<file path="config.mk">
export PLATFORM = sky130hd
export DESIGN_NAME = tcd_dispatch
export DESIGN_NICKNAME = d
export VERILOG_FILES = /design/src/tcd_dispatch.v
export VERILOG_INCLUDE_DIRS = /design/src
export SDC_FILE = /design/constraint.sdc
export NUM_CORES = 2
export LEC_CHECK = 0
export BUFFER_PORTS_ARGS = -buffer_cell sky130_fd_sc_hd__buf_2
export CORE_UTILIZATION = 61
export DETAILED_ROUTE_END_ITERATION = 8
export PLACE_DENSITY = 0.85
export SLEW_MARGIN = 20
export SYNTH_ARGS = -nofsm -noshare
export SYNTH_HDL_FRONTEND = slang
export SYNTH_SLANG_ARGS = --single-unit
</file>
<file path="constraint.sdc">
create_clock -name clk_sys -period 6.3 [get_ports clk_sys]
set_input_delay 1.26 -clock clk_sys [delete_from_list [all_inputs] [get_ports clk_sys]]
set_output_delay 1.26 -clock clk_sys [all_outputs]
set_load 0.005 [all_outputs]
</file>
<file path="src/tcd_dispatch_regs.vh">
// Register offsets, field positions, reset values and codes of the translation context dispatch block
`ifndef TCD_DISPATCH_REGS_VH
`define TCD_DISPATCH_REGS_VH

// Register offsets (byte addresses, one aligned word each) and register group codes (reg_addr[7:4])
`define TCD_OFS_GLOBAL_CONTROL_ZERO  8'h00
`define TCD_OFS_STATUS               8'h04
`define TCD_GRP_GLOBAL               4'h0
`define TCD_GRP_STREAM_MATCH         4'h1
`define TCD_GRP_STREAM_TO_CONTEXT    4'h2
`define TCD_GRP_BANK_CONFIG          4'h3
`define TCD_GRP_TABLE_BASE           4'h4

// Global control zero fields
`define TCD_GCZ_CLIENT_BYPASS        0
`define TCD_GCZ_UNMATCHED_ACTION     1
`define TCD_GCZ_CONFLICT_ACTION      2
`define TCD_GCZ_SECURE_FETCH_CHECK   3
`define TCD_GCZ_ATTR_MSB             15
`define TCD_GCZ_ATTR_LSB             8
`define TCD_GCZ_RESET                32'h0000_0001

// Stream match entry fields
`define TCD_SM_VALID                 0
`define TCD_SM_ID_MSB                15
`define TCD_SM_ID_LSB                8
`define TCD_SM_MASK_MSB              23
`define TCD_SM_MASK_LSB              16

// Stream-to-context entry fields and types
`define TCD_SC_TYPE_MSB              1
`define TCD_SC_TYPE_LSB              0
`define TCD_SC_BANK_MSB              3
`define TCD_SC_BANK_LSB              2
`define TCD_SC_REPLACE               4
`define TCD_SC_ATTR_MSB              15
`define TCD_SC_ATTR_LSB              8
`define TCD_SC_TYPE_BYPASS           2'h0
`define TCD_SC_TYPE_TRANSLATE        2'h1
`define TCD_SC_TYPE_FAULT            2'h2

// Context bank attribute config fields and kinds
`define TCD_CB_KIND_MSB              1
`define TCD_CB_KIND_LSB              0
`define TCD_CB_VALID                 2
`define TCD_CB_ENABLE                3
`define TCD_CB_S2BANK_MSB            5
`define TCD_CB_S2BANK_LSB            4
`define TCD_CB_XFORM_MSB             15
`define TCD_CB_XFORM_LSB             8
`define TCD_CB_CTRL_MSB              23
`define TCD_CB_CTRL_LSB              16
`define TCD_CB_KIND_S1               2'h0
`define TCD_CB_KIND_S2               2'h1
`define TCD_CB_KIND_NESTED           2'h2

// Fault codes
`define TCD_FLT_NONE                 4'h0
`define TCD_FLT_UNIDENTIFIED         4'h1
`define TCD_FLT_CONFLICT             4'h2
`define TCD_FLT_UNIMPL_BANK          4'h3
`define TCD_FLT_SECURE_FETCH         4'h4
`define TCD_FLT_TRANSLATION          4'h5
`define TCD_FLT_WALK_S2              4'h6
`define TCD_FLT_ENTRY                4'h7

`endif

</file>
<file path="src/tcd_dispatch.v">
// Transaction dispatch: client bypass, stream matching, context bank selection and two-stage lookup
//
// Summary of operation
// - Client bypass set: no stream matching or translation
// - Client bypass: same address, input plus global attributes
// - Secure fetch checked first when its check bit is set, even in bypass
// - Bypass clear: search the stream match table
// - No match: bypass or unidentified stream fault
// - Unmatched action zero: no match bypasses
// - Multiple matches: bypass or match conflict fault
// - Single match: matched entry picks initial context
// - Entry bypass: same address, input attributes unless entry replaces them
// - Translate: input attributes unless entry replaces them
// - Stage 1 bank invalid: unimplemented bank fault, stop
// - Stage 1 enable: lookup, else control-derived outputs
// - Stage 1 result combined with stage-1-only transform
// - Stage 2 bank invalid: unimplemented bank fault, stop
// - Stage 2 enable: lookup, else control register alone
// - Stage 2 only: entry attributes act as stage 1
// - Lookup uses cached entry, else walks tables
// - Nested: stage 1 walk addresses pass stage 2
// - Nested, stage 1 off: defaults, then stage 2
// - Nested, stage 1 on: stage 1, then stage 2
`timescale 1ns/1ps
`include "tcd_dispatch_regs.vh"

module tcd_dispatch (
	// Clock and reset
	input  wire        clk_sys,
	input  wire        srst,
	// Register port
	input  wire [7:0]  reg_addr,
	input  wire [31:0] reg_wdata,
	input  wire        reg_wr,
	input  wire        reg_rd,
	output reg  [31:0] reg_rdata_ff,
	// Client request
	input  wire        req_valid,
	input  wire [7:0]  req_flow_identifier,
	input  wire [31:0] req_addr,
	input  wire [7:0]  req_attr,
	input  wire        req_secure_fetch,
	input  wire        req_nonsecure_target,
	output reg         req_ready_ff,
	// Downstream result
	output reg         resp_valid_ff,
	output reg  [31:0] resp_physical_address_ff,
	output reg  [7:0]  resp_attr_ff,
	output reg         resp_fault_ff,
	output reg  [3:0]  resp_fault_code_ff,
	// Table walk read port
	output reg         walk_rd_ff,
	output reg  [31:0] walk_addr_ff,
	input  wire        walk_ack,
	input  wire [31:0] walk_rdata
);

	localparam [2:0] ST_IDLE   = 3'h0;
	localparam [2:0] ST_DECIDE = 3'h1;
	localparam [2:0] ST_S1     = 3'h2;
	localparam [2:0] ST_S2     = 3'h3;
	localparam [2:0] ST_RD     = 3'h4;
	localparam [2:0] ST_WAIT   = 3'h5;
	localparam [2:0] ST_C1     = 3'h6;
	localparam [2:0] ST_C2     = 3'h7;

	// Configuration
	reg [31:0] global_control_zero_ff;
	reg [31:0] stream_match_ff [0:3];
	reg [31:0] stream_to_context_entry_ff [0:3];
	reg [31:0] context_bank_attribute_config_ff [0:3];
	reg [31:0] table_base_pointer_ff [0:3];

	// Captured transaction and walk progress
	reg [2:0]  state_ff;
	reg [7:0]  flow_ff;
	reg [31:0] in_addr_ff;
	reg [7:0]  in_attr_ff;
	reg        sfetch_ff;
	reg        nstgt_ff;
	reg [1:0]  kind_ff;
	reg [1:0]  cb1_ff;
	reg [1:0]  cb2_ff;
	reg [7:0]  attr1_ff;
	reg [31:0] s2_in_ff;
	reg        ret_ff;
	reg        stage_ff;
	reg [31:0] res_addr_ff;
	reg [7:0]  res_attr_ff;

	// One cached entry per stage
	reg        tlb1_v_ff;
	reg [1:0]  tlb1_cb_ff;
	reg [9:0]  tlb1_vpn_ff;
	reg [9:0]  tlb1_ppn_ff;
	reg [7:0]  tlb1_attr_ff;
	reg        tlb2_v_ff;
	reg [1:0]  tlb2_cb_ff;
	reg [9:0]  tlb2_vpn_ff;
	reg [9:0]  tlb2_ppn_ff;
	reg [7:0]  tlb2_attr_ff;

	// Status
	reg [3:0]  last_fault_ff;
	reg [7:0]  fault_cnt_ff;
	reg [7:0]  done_cnt_ff;

	reg [2:0]  match_cnt;
	reg [1:0]  match_idx;
	integer    i;
	integer    k;

	wire [31:0] entry     = stream_to_context_entry_ff[match_idx];
	wire [1:0]  ent_bank  = entry[`TCD_SC_BANK_MSB:`TCD_SC_BANK_LSB];
	wire [31:0] ent_cfg   = context_bank_attribute_config_ff[ent_bank];
	wire [1:0]  ent_s2b   = ent_cfg[`TCD_CB_S2BANK_MSB:`TCD_CB_S2BANK_LSB];
	wire [31:0] cfg1      = context_bank_attribute_config_ff[cb1_ff];
	wire [31:0] cfg2      = context_bank_attribute_config_ff[cb2_ff];
	wire [7:0]  gattr     = global_control_zero_ff[`TCD_GCZ_ATTR_MSB:`TCD_GCZ_ATTR_LSB];
	wire [7:0]  in_eff    = entry[`TCD_SC_REPLACE] ? entry[`TCD_SC_ATTR_MSB:`TCD_SC_ATTR_LSB] : in_attr_ff;
	wire        tlb1_hit  = tlb1_v_ff && (tlb1_cb_ff == cb1_ff) && (tlb1_vpn_ff == in_addr_ff[31:22]);
	wire        tlb2_hit  = tlb2_v_ff && (tlb2_cb_ff == cb2_ff) && (tlb2_vpn_ff == s2_in_ff[31:22]);
	wire        fetch_bad = global_control_zero_ff[`TCD_GCZ_SECURE_FETCH_CHECK] && sfetch_ff && nstgt_ff;

	// Cacheability keeps the weaker of the two, ordering/sharing bits accumulate
	function [7:0] attr_combine;
		input [7:0] a;
		input [7:0] b;
		begin
			attr_combine = {a[7:4] | b[7:4], a[3:0] & b[3:0]};
		end
	endfunction

	// Single-level table of 4 MB pages, base aligned to 4 KB
	function [31:0] desc_addr;
		input [31:0] base;
		input [31:0] va;
		begin
			desc_addr = {base[31:12], va[31:22], 2'h0};
		end
	endfunction

	function [31:0] page_out;
		input [9:0]  ppn;
		input [31:0] va;
		begin
			page_out = {ppn, va[21:0]};
		end
	endfunction

	task finish;
		input [31:0] a;
		input [7:0]  at;
		input [3:0]  code;
		begin
			resp_valid_ff            <= 1'b1;
			resp_physical_address_ff <= (code == `TCD_FLT_NONE) ? a : 32'h0000_0000;
			resp_attr_ff             <= (code == `TCD_FLT_NONE) ? at : 8'h00;
			resp_fault_ff            <= (code != `TCD_FLT_NONE);
			resp_fault_code_ff       <= code;
			req_ready_ff             <= 1'b1;
			state_ff                 <= ST_IDLE;
			done_cnt_ff              <= done_cnt_ff + 8'h01;
			if (code != `TCD_FLT_NONE) begin
				last_fault_ff <= code;
				fault_cnt_ff  <= fault_cnt_ff + 8'h01;
			end
		end
	endtask

	// Stream table search; last matching index wins only when exactly one matches
	always @* begin
		match_cnt = 3'h0;
		match_idx = 2'h0;
		for (i = 0; i < 4; i = i + 1) begin
			if (stream_match_ff[i][`TCD_SM_VALID] &&
			    (((flow_ff ^ stream_match_ff[i][`TCD_SM_ID_MSB:`TCD_SM_ID_LSB]) &
			      ~stream_match_ff[i][`TCD_SM_MASK_MSB:`TCD_SM_MASK_LSB]) == 8'h00)) begin
				match_cnt = match_cnt + 3'h1;
				match_idx = i[1:0];
			end
		end
	end

	// Register port
	always @(posedge clk_sys) begin
		if (srst) begin
			global_control_zero_ff <= `TCD_GCZ_RESET;
			for (k = 0; k < 4; k = k + 1) begin
				stream_match_ff[k]                  <= 32'h0000_0000;
				stream_to_context_entry_ff[k]       <= 32'h0000_0000;
				context_bank_attribute_config_ff[k] <= 32'h0000_0000;
				table_base_pointer_ff[k]            <= 32'h0000_0000;
			end
			reg_rdata_ff <= 32'h0000_0000;
		end else begin
			if (reg_wr) begin
				case (reg_addr[7:4])
					`TCD_GRP_GLOBAL: begin
						if (reg_addr == `TCD_OFS_GLOBAL_CONTROL_ZERO)
							global_control_zero_ff <= reg_wdata;
					end
					`TCD_GRP_STREAM_MATCH:      stream_match_ff[reg_addr[3:2]] <= reg_wdata;
					`TCD_GRP_STREAM_TO_CONTEXT: stream_to_context_entry_ff[reg_addr[3:2]] <= reg_wdata;
					`TCD_GRP_BANK_CONFIG:       context_bank_attribute_config_ff[reg_addr[3:2]] <= reg_wdata;
					`TCD_GRP_TABLE_BASE:        table_base_pointer_ff[reg_addr[3:2]] <= reg_wdata;
					default: ;
				endcase
			end
			reg_rdata_ff <= 32'h0000_0000;
			if (reg_rd) begin
				case (reg_addr[7:4])
					`TCD_GRP_GLOBAL: begin
						if (reg_addr == `TCD_OFS_GLOBAL_CONTROL_ZERO)
							reg_rdata_ff <= global_control_zero_ff;
						else if (reg_addr == `TCD_OFS_STATUS)
							reg_rdata_ff <= {8'h00, done_cnt_ff, fault_cnt_ff, 3'h0, ~req_ready_ff, last_fault_ff};
					end
					`TCD_GRP_STREAM_MATCH:      reg_rdata_ff <= stream_match_ff[reg_addr[3:2]];
					`TCD_GRP_STREAM_TO_CONTEXT: reg_rdata_ff <= stream_to_context_entry_ff[reg_addr[3:2]];
					`TCD_GRP_BANK_CONFIG:       reg_rdata_ff <= context_bank_attribute_config_ff[reg_addr[3:2]];
					`TCD_GRP_TABLE_BASE:        reg_rdata_ff <= table_base_pointer_ff[reg_addr[3:2]];
					default:                    reg_rdata_ff <= 32'h0000_0000;
				endcase
			end
		end
	end

	// Transaction flow
	always @(posedge clk_sys) begin
		if (srst) begin
			state_ff                 <= ST_IDLE;
			req_ready_ff             <= 1'b1;
			resp_valid_ff            <= 1'b0;
			resp_physical_address_ff <= 32'h0000_0000;
			resp_attr_ff             <= 8'h00;
			resp_fault_ff            <= 1'b0;
			resp_fault_code_ff       <= 4'h0;
			walk_rd_ff               <= 1'b0;
			walk_addr_ff             <= 32'h0000_0000;
			flow_ff                  <= 8'h00;
			in_addr_ff               <= 32'h0000_0000;
			in_attr_ff               <= 8'h00;
			sfetch_ff                <= 1'b0;
			nstgt_ff                 <= 1'b0;
			kind_ff                  <= 2'h0;
			cb1_ff                   <= 2'h0;
			cb2_ff                   <= 2'h0;
			attr1_ff                 <= 8'h00;
			s2_in_ff                 <= 32'h0000_0000;
			ret_ff                   <= 1'b0;
			stage_ff                 <= 1'b0;
			res_addr_ff              <= 32'h0000_0000;
			res_attr_ff              <= 8'h00;
			tlb1_v_ff                <= 1'b0;
			tlb1_cb_ff               <= 2'h0;
			tlb1_vpn_ff              <= 10'h000;
			tlb1_ppn_ff              <= 10'h000;
			tlb1_attr_ff             <= 8'h00;
			tlb2_v_ff                <= 1'b0;
			tlb2_cb_ff               <= 2'h0;
			tlb2_vpn_ff              <= 10'h000;
			tlb2_ppn_ff              <= 10'h000;
			tlb2_attr_ff             <= 8'h00;
			last_fault_ff            <= 4'h0;
			fault_cnt_ff             <= 8'h00;
			done_cnt_ff              <= 8'h00;
		end else begin
			resp_valid_ff <= 1'b0;
			walk_rd_ff    <= 1'b0;
			case (state_ff)
				ST_IDLE: begin
					if (req_valid && req_ready_ff) begin
						flow_ff      <= req_flow_identifier;
						in_addr_ff   <= req_addr;
						in_attr_ff   <= req_attr;
						sfetch_ff    <= req_secure_fetch;
						nstgt_ff     <= req_nonsecure_target;
						req_ready_ff <= 1'b0;
						state_ff     <= ST_DECIDE;
					end
				end
				ST_DECIDE: begin
					if (fetch_bad)
						finish(32'h0000_0000, 8'h00, `TCD_FLT_SECURE_FETCH);
					else if (global_control_zero_ff[`TCD_GCZ_CLIENT_BYPASS])
						finish(in_addr_ff, attr_combine(in_attr_ff, gattr), `TCD_FLT_NONE);
					else if (match_cnt == 3'h0) begin
						if (global_control_zero_ff[`TCD_GCZ_UNMATCHED_ACTION])
							finish(32'h0000_0000, 8'h00, `TCD_FLT_UNIDENTIFIED);
						else
							finish(in_addr_ff, attr_combine(in_attr_ff, gattr), `TCD_FLT_NONE);
					end else if (match_cnt != 3'h1) begin
						if (global_control_zero_ff[`TCD_GCZ_CONFLICT_ACTION])
							finish(32'h0000_0000, 8'h00, `TCD_FLT_CONFLICT);
						else
							finish(in_addr_ff, attr_combine(in_attr_ff, gattr), `TCD_FLT_NONE);
					end else begin
						// Exactly one match: the entry decides the initial context
						case (entry[`TCD_SC_TYPE_MSB:`TCD_SC_TYPE_LSB])
							`TCD_SC_TYPE_BYPASS: finish(in_addr_ff, in_eff, `TCD_FLT_NONE);
							`TCD_SC_TYPE_TRANSLATE: begin
								kind_ff  <= ent_cfg[`TCD_CB_KIND_MSB:`TCD_CB_KIND_LSB];
								cb1_ff   <= ent_bank;
								cb2_ff   <= ent_bank;
								attr1_ff <= in_eff;
								s2_in_ff <= in_addr_ff;
								ret_ff   <= 1'b0;
								case (ent_cfg[`TCD_CB_KIND_MSB:`TCD_CB_KIND_LSB])
									`TCD_CB_KIND_S1: begin
										if (!ent_cfg[`TCD_CB_VALID])
											finish(32'h0000_0000, 8'h00, `TCD_FLT_UNIMPL_BANK);
										else if (ent_cfg[`TCD_CB_ENABLE])
											state_ff <= ST_S1;
										else
											finish(in_addr_ff, attr_combine(attr_combine(in_eff,
											       ent_cfg[`TCD_CB_CTRL_MSB:`TCD_CB_CTRL_LSB]),
											       ent_cfg[`TCD_CB_XFORM_MSB:`TCD_CB_XFORM_LSB]), `TCD_FLT_NONE);
									end
									`TCD_CB_KIND_S2: begin
										if (!ent_cfg[`TCD_CB_VALID])
											finish(32'h0000_0000, 8'h00, `TCD_FLT_UNIMPL_BANK);
										else
											state_ff <= ST_S2;
									end
									`TCD_CB_KIND_NESTED: begin
										cb2_ff <= ent_s2b;
										if (!ent_cfg[`TCD_CB_VALID] ||
										    !context_bank_attribute_config_ff[ent_s2b][`TCD_CB_VALID])
											finish(32'h0000_0000, 8'h00, `TCD_FLT_UNIMPL_BANK);
										else if (ent_cfg[`TCD_CB_ENABLE])
											state_ff <= ST_S1;
										else begin
											attr1_ff <= attr_combine(in_eff, ent_cfg[`TCD_CB_CTRL_MSB:`TCD_CB_CTRL_LSB]);
											state_ff <= ST_S2;
										end
									end
									default: finish(32'h0000_0000, 8'h00, `TCD_FLT_UNIMPL_BANK);
								endcase
							end
							default: finish(32'h0000_0000, 8'h00, `TCD_FLT_ENTRY);
						endcase
					end
				end
				ST_S1: begin
					if (tlb1_hit) begin
						res_addr_ff <= page_out(tlb1_ppn_ff, in_addr_ff);
						res_attr_ff <= tlb1_attr_ff;
						state_ff    <= ST_C1;
					end else if (kind_ff == `TCD_CB_KIND_NESTED) begin
						// The descriptor address is an intermediate address in nested mode
						s2_in_ff <= desc_addr(table_base_pointer_ff[cb1_ff], in_addr_ff);
						ret_ff   <= 1'b1;
						state_ff <= ST_S2;
					end else begin
						walk_addr_ff <= desc_addr(table_base_pointer_ff[cb1_ff], in_addr_ff);
						stage_ff     <= 1'b0;
						state_ff     <= ST_RD;
					end
				end
				ST_S2: begin
					if (!cfg2[`TCD_CB_ENABLE]) begin
						res_addr_ff <= s2_in_ff;
						res_attr_ff <= cfg2[`TCD_CB_CTRL_MSB:`TCD_CB_CTRL_LSB];
						state_ff    <= ST_C2;
					end else if (tlb2_hit) begin
						res_addr_ff <= page_out(tlb2_ppn_ff, s2_in_ff);
						res_attr_ff <= tlb2_attr_ff;
						state_ff    <= ST_C2;
					end else begin
						walk_addr_ff <= desc_addr(table_base_pointer_ff[cb2_ff], s2_in_ff);
						stage_ff     <= 1'b1;
						state_ff     <= ST_RD;
					end
				end
				ST_RD: begin
					walk_rd_ff <= 1'b1;
					state_ff   <= ST_WAIT;
				end
				ST_WAIT: begin
					if (walk_ack) begin
						if (!walk_rdata[0])
							finish(32'h0000_0000, 8'h00, (stage_ff && ret_ff) ? `TCD_FLT_WALK_S2 : `TCD_FLT_TRANSLATION);
						else if (!stage_ff) begin
							tlb1_v_ff    <= 1'b1;
							tlb1_cb_ff   <= cb1_ff;
							tlb1_vpn_ff  <= in_addr_ff[31:22];
							tlb1_ppn_ff  <= walk_rdata[31:22];
							tlb1_attr_ff <= walk_rdata[15:8];
							res_addr_ff  <= page_out(walk_rdata[31:22], in_addr_ff);
							res_attr_ff  <= walk_rdata[15:8];
							state_ff     <= ST_C1;
						end else begin
							tlb2_v_ff    <= 1'b1;
							tlb2_cb_ff   <= cb2_ff;
							tlb2_vpn_ff  <= s2_in_ff[31:22];
							tlb2_ppn_ff  <= walk_rdata[31:22];
							tlb2_attr_ff <= walk_rdata[15:8];
							res_addr_ff  <= page_out(walk_rdata[31:22], s2_in_ff);
							res_attr_ff  <= walk_rdata[15:8];
							state_ff     <= ST_C2;
						end
					end
				end
				ST_C1: begin
					if (kind_ff == `TCD_CB_KIND_S1)
						finish(res_addr_ff, attr_combine(res_attr_ff, cfg1[`TCD_CB_XFORM_MSB:`TCD_CB_XFORM_LSB]),
						       `TCD_FLT_NONE);
					else begin
						attr1_ff <= res_attr_ff;
						s2_in_ff <= res_addr_ff;
						ret_ff   <= 1'b0;
						state_ff <= ST_S2;
					end
				end
				ST_C2: begin
					if (ret_ff) begin
						// Stage 1 descriptor now read at its translated address
						walk_addr_ff <= res_addr_ff;
						ret_ff       <= 1'b0;
						stage_ff     <= 1'b0;
						state_ff     <= ST_RD;
					end else
						finish(res_addr_ff, attr_combine(attr1_ff, res_attr_ff), `TCD_FLT_NONE);
				end
				default: state_ff <= ST_IDLE;
			endcase
			// Any configuration write may change a mapping, so cached entries are dropped
			if (reg_wr) begin
				tlb1_v_ff <= 1'b0;
				tlb2_v_ff <= 1'b0;
			end
		end
	end

endmodule

</file>
; Word level (Yosys, flattened, before mapping)
; Memories as Yosys holds them, arrays and structs flattened. A register that Yosys moved wholly into a read port is not among the register bits.
; Cells that the tools add are included.
[word_totals]
register_bits = 367
ramBits = 512
inputBits = 128
memories = 4
output_inout_bits = 112
[op_classes]
n_addsub = 5
n_reduce_logical = 56
eq_ne = 51
n_bitwise = 29
mux = 265
[mem_list]
columns = memory, depth, word_bits, rd, rd_clocked_by_memory_dff, wr, line_no
row1 = context_bank_attribute_config_ff, 4, 32, 5, 2, 4, tcd_dispatch.v:71  ; reg [31:0] context_bank_attribute_config_ff [0:3];
row2 = stream_match_ff, 4, 32, 5, 0, 4, tcd_dispatch.v:69  ; reg [31:0] stream_match_ff [0:3];
row3 = stream_to_context_entry_ff, 4, 32, 2, 0, 4, tcd_dispatch.v:70  ; reg [31:0] stream_to_context_entry_ff [0:3];
row4 = table_base_pointer_ff, 4, 32, 3, 2, 4, tcd_dispatch.v:72  ; reg [31:0] table_base_pointer_ff [0:3];
[ops]
columns = op, n
row1 = $mux W32, 37
row2 = $mux W8, 53
row3 = $pmux W32 S3, 4
row4 = $pmux W32 S5, 1
row5 = $pmux W32 S4, 1
row6 = $reduce_or A32 Y1, 4
row7 = $mux W4, 21
row8 = $mux W1, 80
row9 = $pmux W8 S2, 5
row10 = $pmux W8 S3, 3
row11 = $pmux W32 S2, 1
row12 = $pmux W8 S4, 2
row13 = $mux W2, 24
row14 = $mux W3, 14
row15 = $logic_not A8 Y1, 5
row16 = $ne A2 B2 Y1 const B, 19
row17 = $and A8 B8 Y8, 4
row18 = $not A8 Y8, 4
row19 = $pmux W4 S2, 4
row20 = $xor A8 B8 Y8, 4
row21 = $reduce_and A9 Y1, 3
row22 = $mux W24, 1
row23 = $pmux W3 S8, 1
row24 = $mux W22, 1
row25 = other kinds (50), 110

; Longest topological paths before layout
; An unclocked memory read counts as a cell.
[depth]
depth_word = 21
depth_mapped = 21
ltp_nobuf = 18

; Worst setup path after synthesis
; Ideal clock, no wire load.
[synth_timing]
kind = reg2reg
startpoint = register flow_ff[4]
endpoint = register fault_cnt_ff[1]
arrival_ns = 4.269
t_required_ns = 6.172
path_stages_with_launch = 21
setup_ns = 0.128
setup_slack_ns = 1.904
n_path_buf = 4
cell_sequence = dfxtp_1 -> buf_2 -> xor2_1 -> a222oi_1 -> and4_1 -> buf_6 -> inv_2 -> ha_1 -> clkbuf_1 -> xnor2_1 -> ha_1 -> and2_1 -> a2111oi_0 -> o21ai_0 -> a21oi_2 -> a21boi_0 -> o311ai_1 -> a41oi_2 -> buf_2 -> mux2i_1 -> nor2_1
[synth_via]
elab_chain_cells = 18
elab_cells_between_ends = 52
[synth_lines]
columns = item, line_no
row1 = start: declaration, tcd_dispatch.v:76  ; reg [7:0] flow_ff;
row2 = start signal: assignment, tcd_dispatch.v:274  ; flow_ff <= req_flow_identifier;
row3 = "parallel branches: the longest is 18 deep, another holds $add A3 B1 Y3", n/a
row4 = end signal: assignment, tcd_dispatch.v:266  ; fault_cnt_ff <= 8'h00;
row5 = end: declaration, tcd_dispatch.v:105  ; reg [7:0] fault_cnt_ff;
; Several ways; the timed one is not identified. The select of a mux whose other input is x is not followed.
; A chain may end at the register's enable or synchronous reset.

; Final worst setup path
[layout_timing]
startpoint = register flow_ff[4]
endpoint = register fault_cnt_ff[3]
; Same word-level chain as after synthesis.

==> key figures <==
Worst hold path
  • Min-Delay Path Class: flop to flop

Worst setup path
  • Slowest CP cell: a2111oi_0
  • Worst path required time: 6.83 ns
  • Critical path class: flop to flop
  • Worst path cell trace: xor2_1 -> a222oi_1 -> and4_1 -> buf_4 -> ha_1 -> inv_1 -> mux2i_1 -> ha_1 -> and2_1 -> a2111oi_0 -> o21ai_0 -> a21oi_2 -> a21boi_0 -> o311ai_1 -> a41oi_2 -> buf_4 -> nand4_1 -> mux2_1
  • Buffers & Inverters on Critical Path: 3
  • Worst Setup Start Kind: flop
  • CP Capture Type: flop
  • Cell family with most CP delay: compound AO/OA/AOI/OAI gates
  • Critical Path Fanout Max: 16
  • Max incr delay on CP: 0.66 ns
  • Crit path DAT: 5.93 ns

Die
  • Core area: 67400 µm²
  • Die H: 263 µm
  • Die outline width: 263 µm
  • I/O pin count: 240
  • Cell row count: 95
  • Total Die Area: 69300 µm²
  • Starting Density: 61.8%

Clock network
  • Clk sinks: 881
  • CTS Root Cell: clkbuf_16
  • Htree depth: 3
  • # hold bufs at CTS: 0
  • Num CTS Buffers: 89
  • CTS tree: done
  • Buffer depth of the longest clock path: 3
  • Worst-Skew Late Latency: 0.65 ns
  • Clk slew on worst S/H paths: 0.06 ns
  • Number of gates resized after cts: 0
  • Setup Buffers After CTS: 0

Global routing
  • First-pass GRT wire length: 193000 µm
  • Congestion Overflow GR: 0
  • Total GRT Usage: 37.1%
  • Number of global-route vias before repair: 31303
  • Antenna violations before repair: 11
  • Largest net degree at the start of global routing: 98

Place
  • Dpl hpwl: 84100 µm
  • GPL Wtd Cong: 1.00
  • I/O Buffers: 225

Timing
  • Worst Clk Skew: 0.0214 ns
  • Peak Freq: 185 MHz
  • Tmin final: 5.41 ns
  • Worst slew pin tran: 1.17 ns
  • Setup violations, final: 0
  • Final Hold Slack: 0.452 ns
  • Setup TNS: 0 ns
  • Rel. slew slack: 21.9%
  • Final Hold Viols: 0
  • RSZ-0062 raised after global routing: no
  • Final period utilization: 85.8%
  • Slew Viols, Final: 0

Yosys
  • Largest family of logic cells by synthesized area: simple AND/OR/NAND/NOR gates
  • Async SR Flop Fraction: 0%
  • Ys Warns: 0
  • Flops & latches, synth: 881
  • Top_reg_cell synth: edfxtp_1
  • Distinct cells, synth: 77
  • Adder-Cell Fraction of Synth Area: 0.150%
  • Syn Area/Cell: 10.7 µm²
  • Top cell type's share of synthesized area: 36.9%
  • Netlist Area Pre-Place: 41700 µm²
  • Synth Area in XOR/XNOR: 1.26%
  • Post-synthesis compound-gate area fraction: 11.0%
  • Post-synthesis sequential area ratio: 54.6%
  • Syn Nets: 4027
  • Synth Area in Simple Gates: 14.7%
  • Post-synth EDFFs: 512
  • Mux contribution to synthesized area: 13.8%
  • Area leader, netlist: edfxtp_1
  • Area contributors post-synth: edfxtp_1 37%, dfxtp_1 18%, mux4_2 10%, nor2_1 5.5%, nand2_1 5.1%
  • Mapped Cells: 3894

Final layout
  • Share of layout cells above drive strength 1: 17.4%
  • Synthesis-to-finish area growth: 11.4%
  • Most common cell after layout, fill and taps aside: nor2_1
  • Most frequent cells in the layout: 601 x nor2_1, 564 x nand2_1, 512 x edfxtp_1
  • Layout net count: 4083

Drt
  • Drt first pass iters: 7
  • Wire length on met2: 57700 µm
  • Drc violations: 0
  • Post-DRT Antenna Nets: 0
  • Top sig layer: met5
  • Via count: 33271
  • Initial detailed-routing violation count: 5460
  • Metal3 WL: 18600 µm
  • Final wirelength: 131000 µm
  • M1 WL: 44500 µm
  • Post-DR vias/cell: 6.79
  • DR WL/cell: 26.8 µm

Run status
  • Status: finished clean

Pwr
  • Worst vdd ir: 0.287 mV
  • Power consumption: 13.4 mW
  • Pwr Density: 289 nW/µm²
  • Leakage: 16.9 nW

Flow run
  • Max cap viols: 0
[worst min-delay path: stages, from the launching register on]
cell     delay (ns)
dfxtp_1        0.31
nand2_1        0.05
a21oi_1        0.05
[logic make-up (layout without fill, tap and decap cells)]
family	count (synthesis)	after routing
AND/OR/NAND/NOR	1445	1445
XOR/XNOR	60	60
adder cells (fa/ha/maj)	5	5
multiplexers	337	337
buffers and inverters	475	604
AO/OA/AOI/OAI	690	690
flip-flops	881	881
other	1	8
[layout make-up]
type                    count  area (µm²)
inverters                 151         567
flip-flops and latches    881       22800
clock inverters            46         533
repair buffers            289        1670
well taps                 873        1090
multi-input cells        2538       17200
diodes                      7        17.5
fillers                  4536       21000
clock buffers             118        2570
[worst paths after layout]
path / depth (start not counted) / slack [ns] / start / end
hold / removal: 2 / 0.45 / tlb2_ppn_ff[5] / tlb2_ppn_ff[5]
hold reg to reg: 2 / 0.45 / tlb2_ppn_ff[5] / tlb2_ppn_ff[5]
setup reg to reg: 18 / 0.89 / flow_ff[4] / fault_cnt_ff[3]
setup / recovery: 18 / 0.89 / flow_ff[4] / fault_cnt_ff[3]
[Yosys cell counts (all sizes together) (12+ instances only)]
cell type / number
nor3: 56
dfxtp: 369
clkbuf: 261
o211ai: 12
and3: 46
nand2: 565
buf: 63
mux2i: 139
mux4: 189
nand3: 33
a21oi: 247
o21ai: 44
xor2: 19
edfxtp: 512
nor2: 605
a211oi: 117
inv: 151
a31o: 19
nand2b: 19
a22oi: 82
a31oi: 51
xnor2: 41
a221oi: 51
nor2b: 65
[per-layer routing]
| metal | vias to the layer above | track usage (%) |
|---|---|---|
| met1 | 15822 | 47.0 |
| met3 | 547 | 10.3 |
| li1 | 14111 | - |
| met5 | - | 0 |
| met2 | 2783 | 55.8 |
| met4 | 8 | 24.9 |
[report_power, final]
group | internal (mW) | switching [mW] | total (mW)
Sequential | 6.33 | 0.176 | 6.50
Clock | 3.30 | 2.29 | 5.58
Combinational | 0.479 | 0.843 | 1.32
[state kept, by name (all words and copies together) (netlist names), 10 cells and up, named ones only]
register / flops
tlb2_vpn_ff: 10
global_control_zero_ff: 32
table_base_pointer_ff: 128
tlb1_ppn_ff: 10
tlb1_vpn_ff: 10
res_addr_ff: 32
resp_physical_address_ff: 32
s2_in_ff: 32
tlb2_ppn_ff: 10
context_bank_attribute_config_ff: 128
walk_addr_ff: 32
stream_to_context_entry_ff: 128
in_addr_ff: 32
stream_match_ff: 128
reg_rdata_ff: 32
[stage by stage]
| stage | util, % | cell area (µm²) | worst slack [ns] | std cells |
|---|---|---|---|---|
| 4_1_cts | 68.8 | 46400 | 1.02 | 4896 |
| 6_report | 68.9 | 46400 | 0.894 | 4903 |
| 5_1_grt | 68.9 | 46400 | 0.648 | 4897 |
| 2_1_floorplan | - | 41700 | 1.90 | 3894 |
| 3_5_place_dp | 64.2 | 43300 | 1.05 | 4732 |
| 3_3_place_gp | 64.2 | 43300 | 1.22 | 4732 |
(Power assumes the default switching activity.)
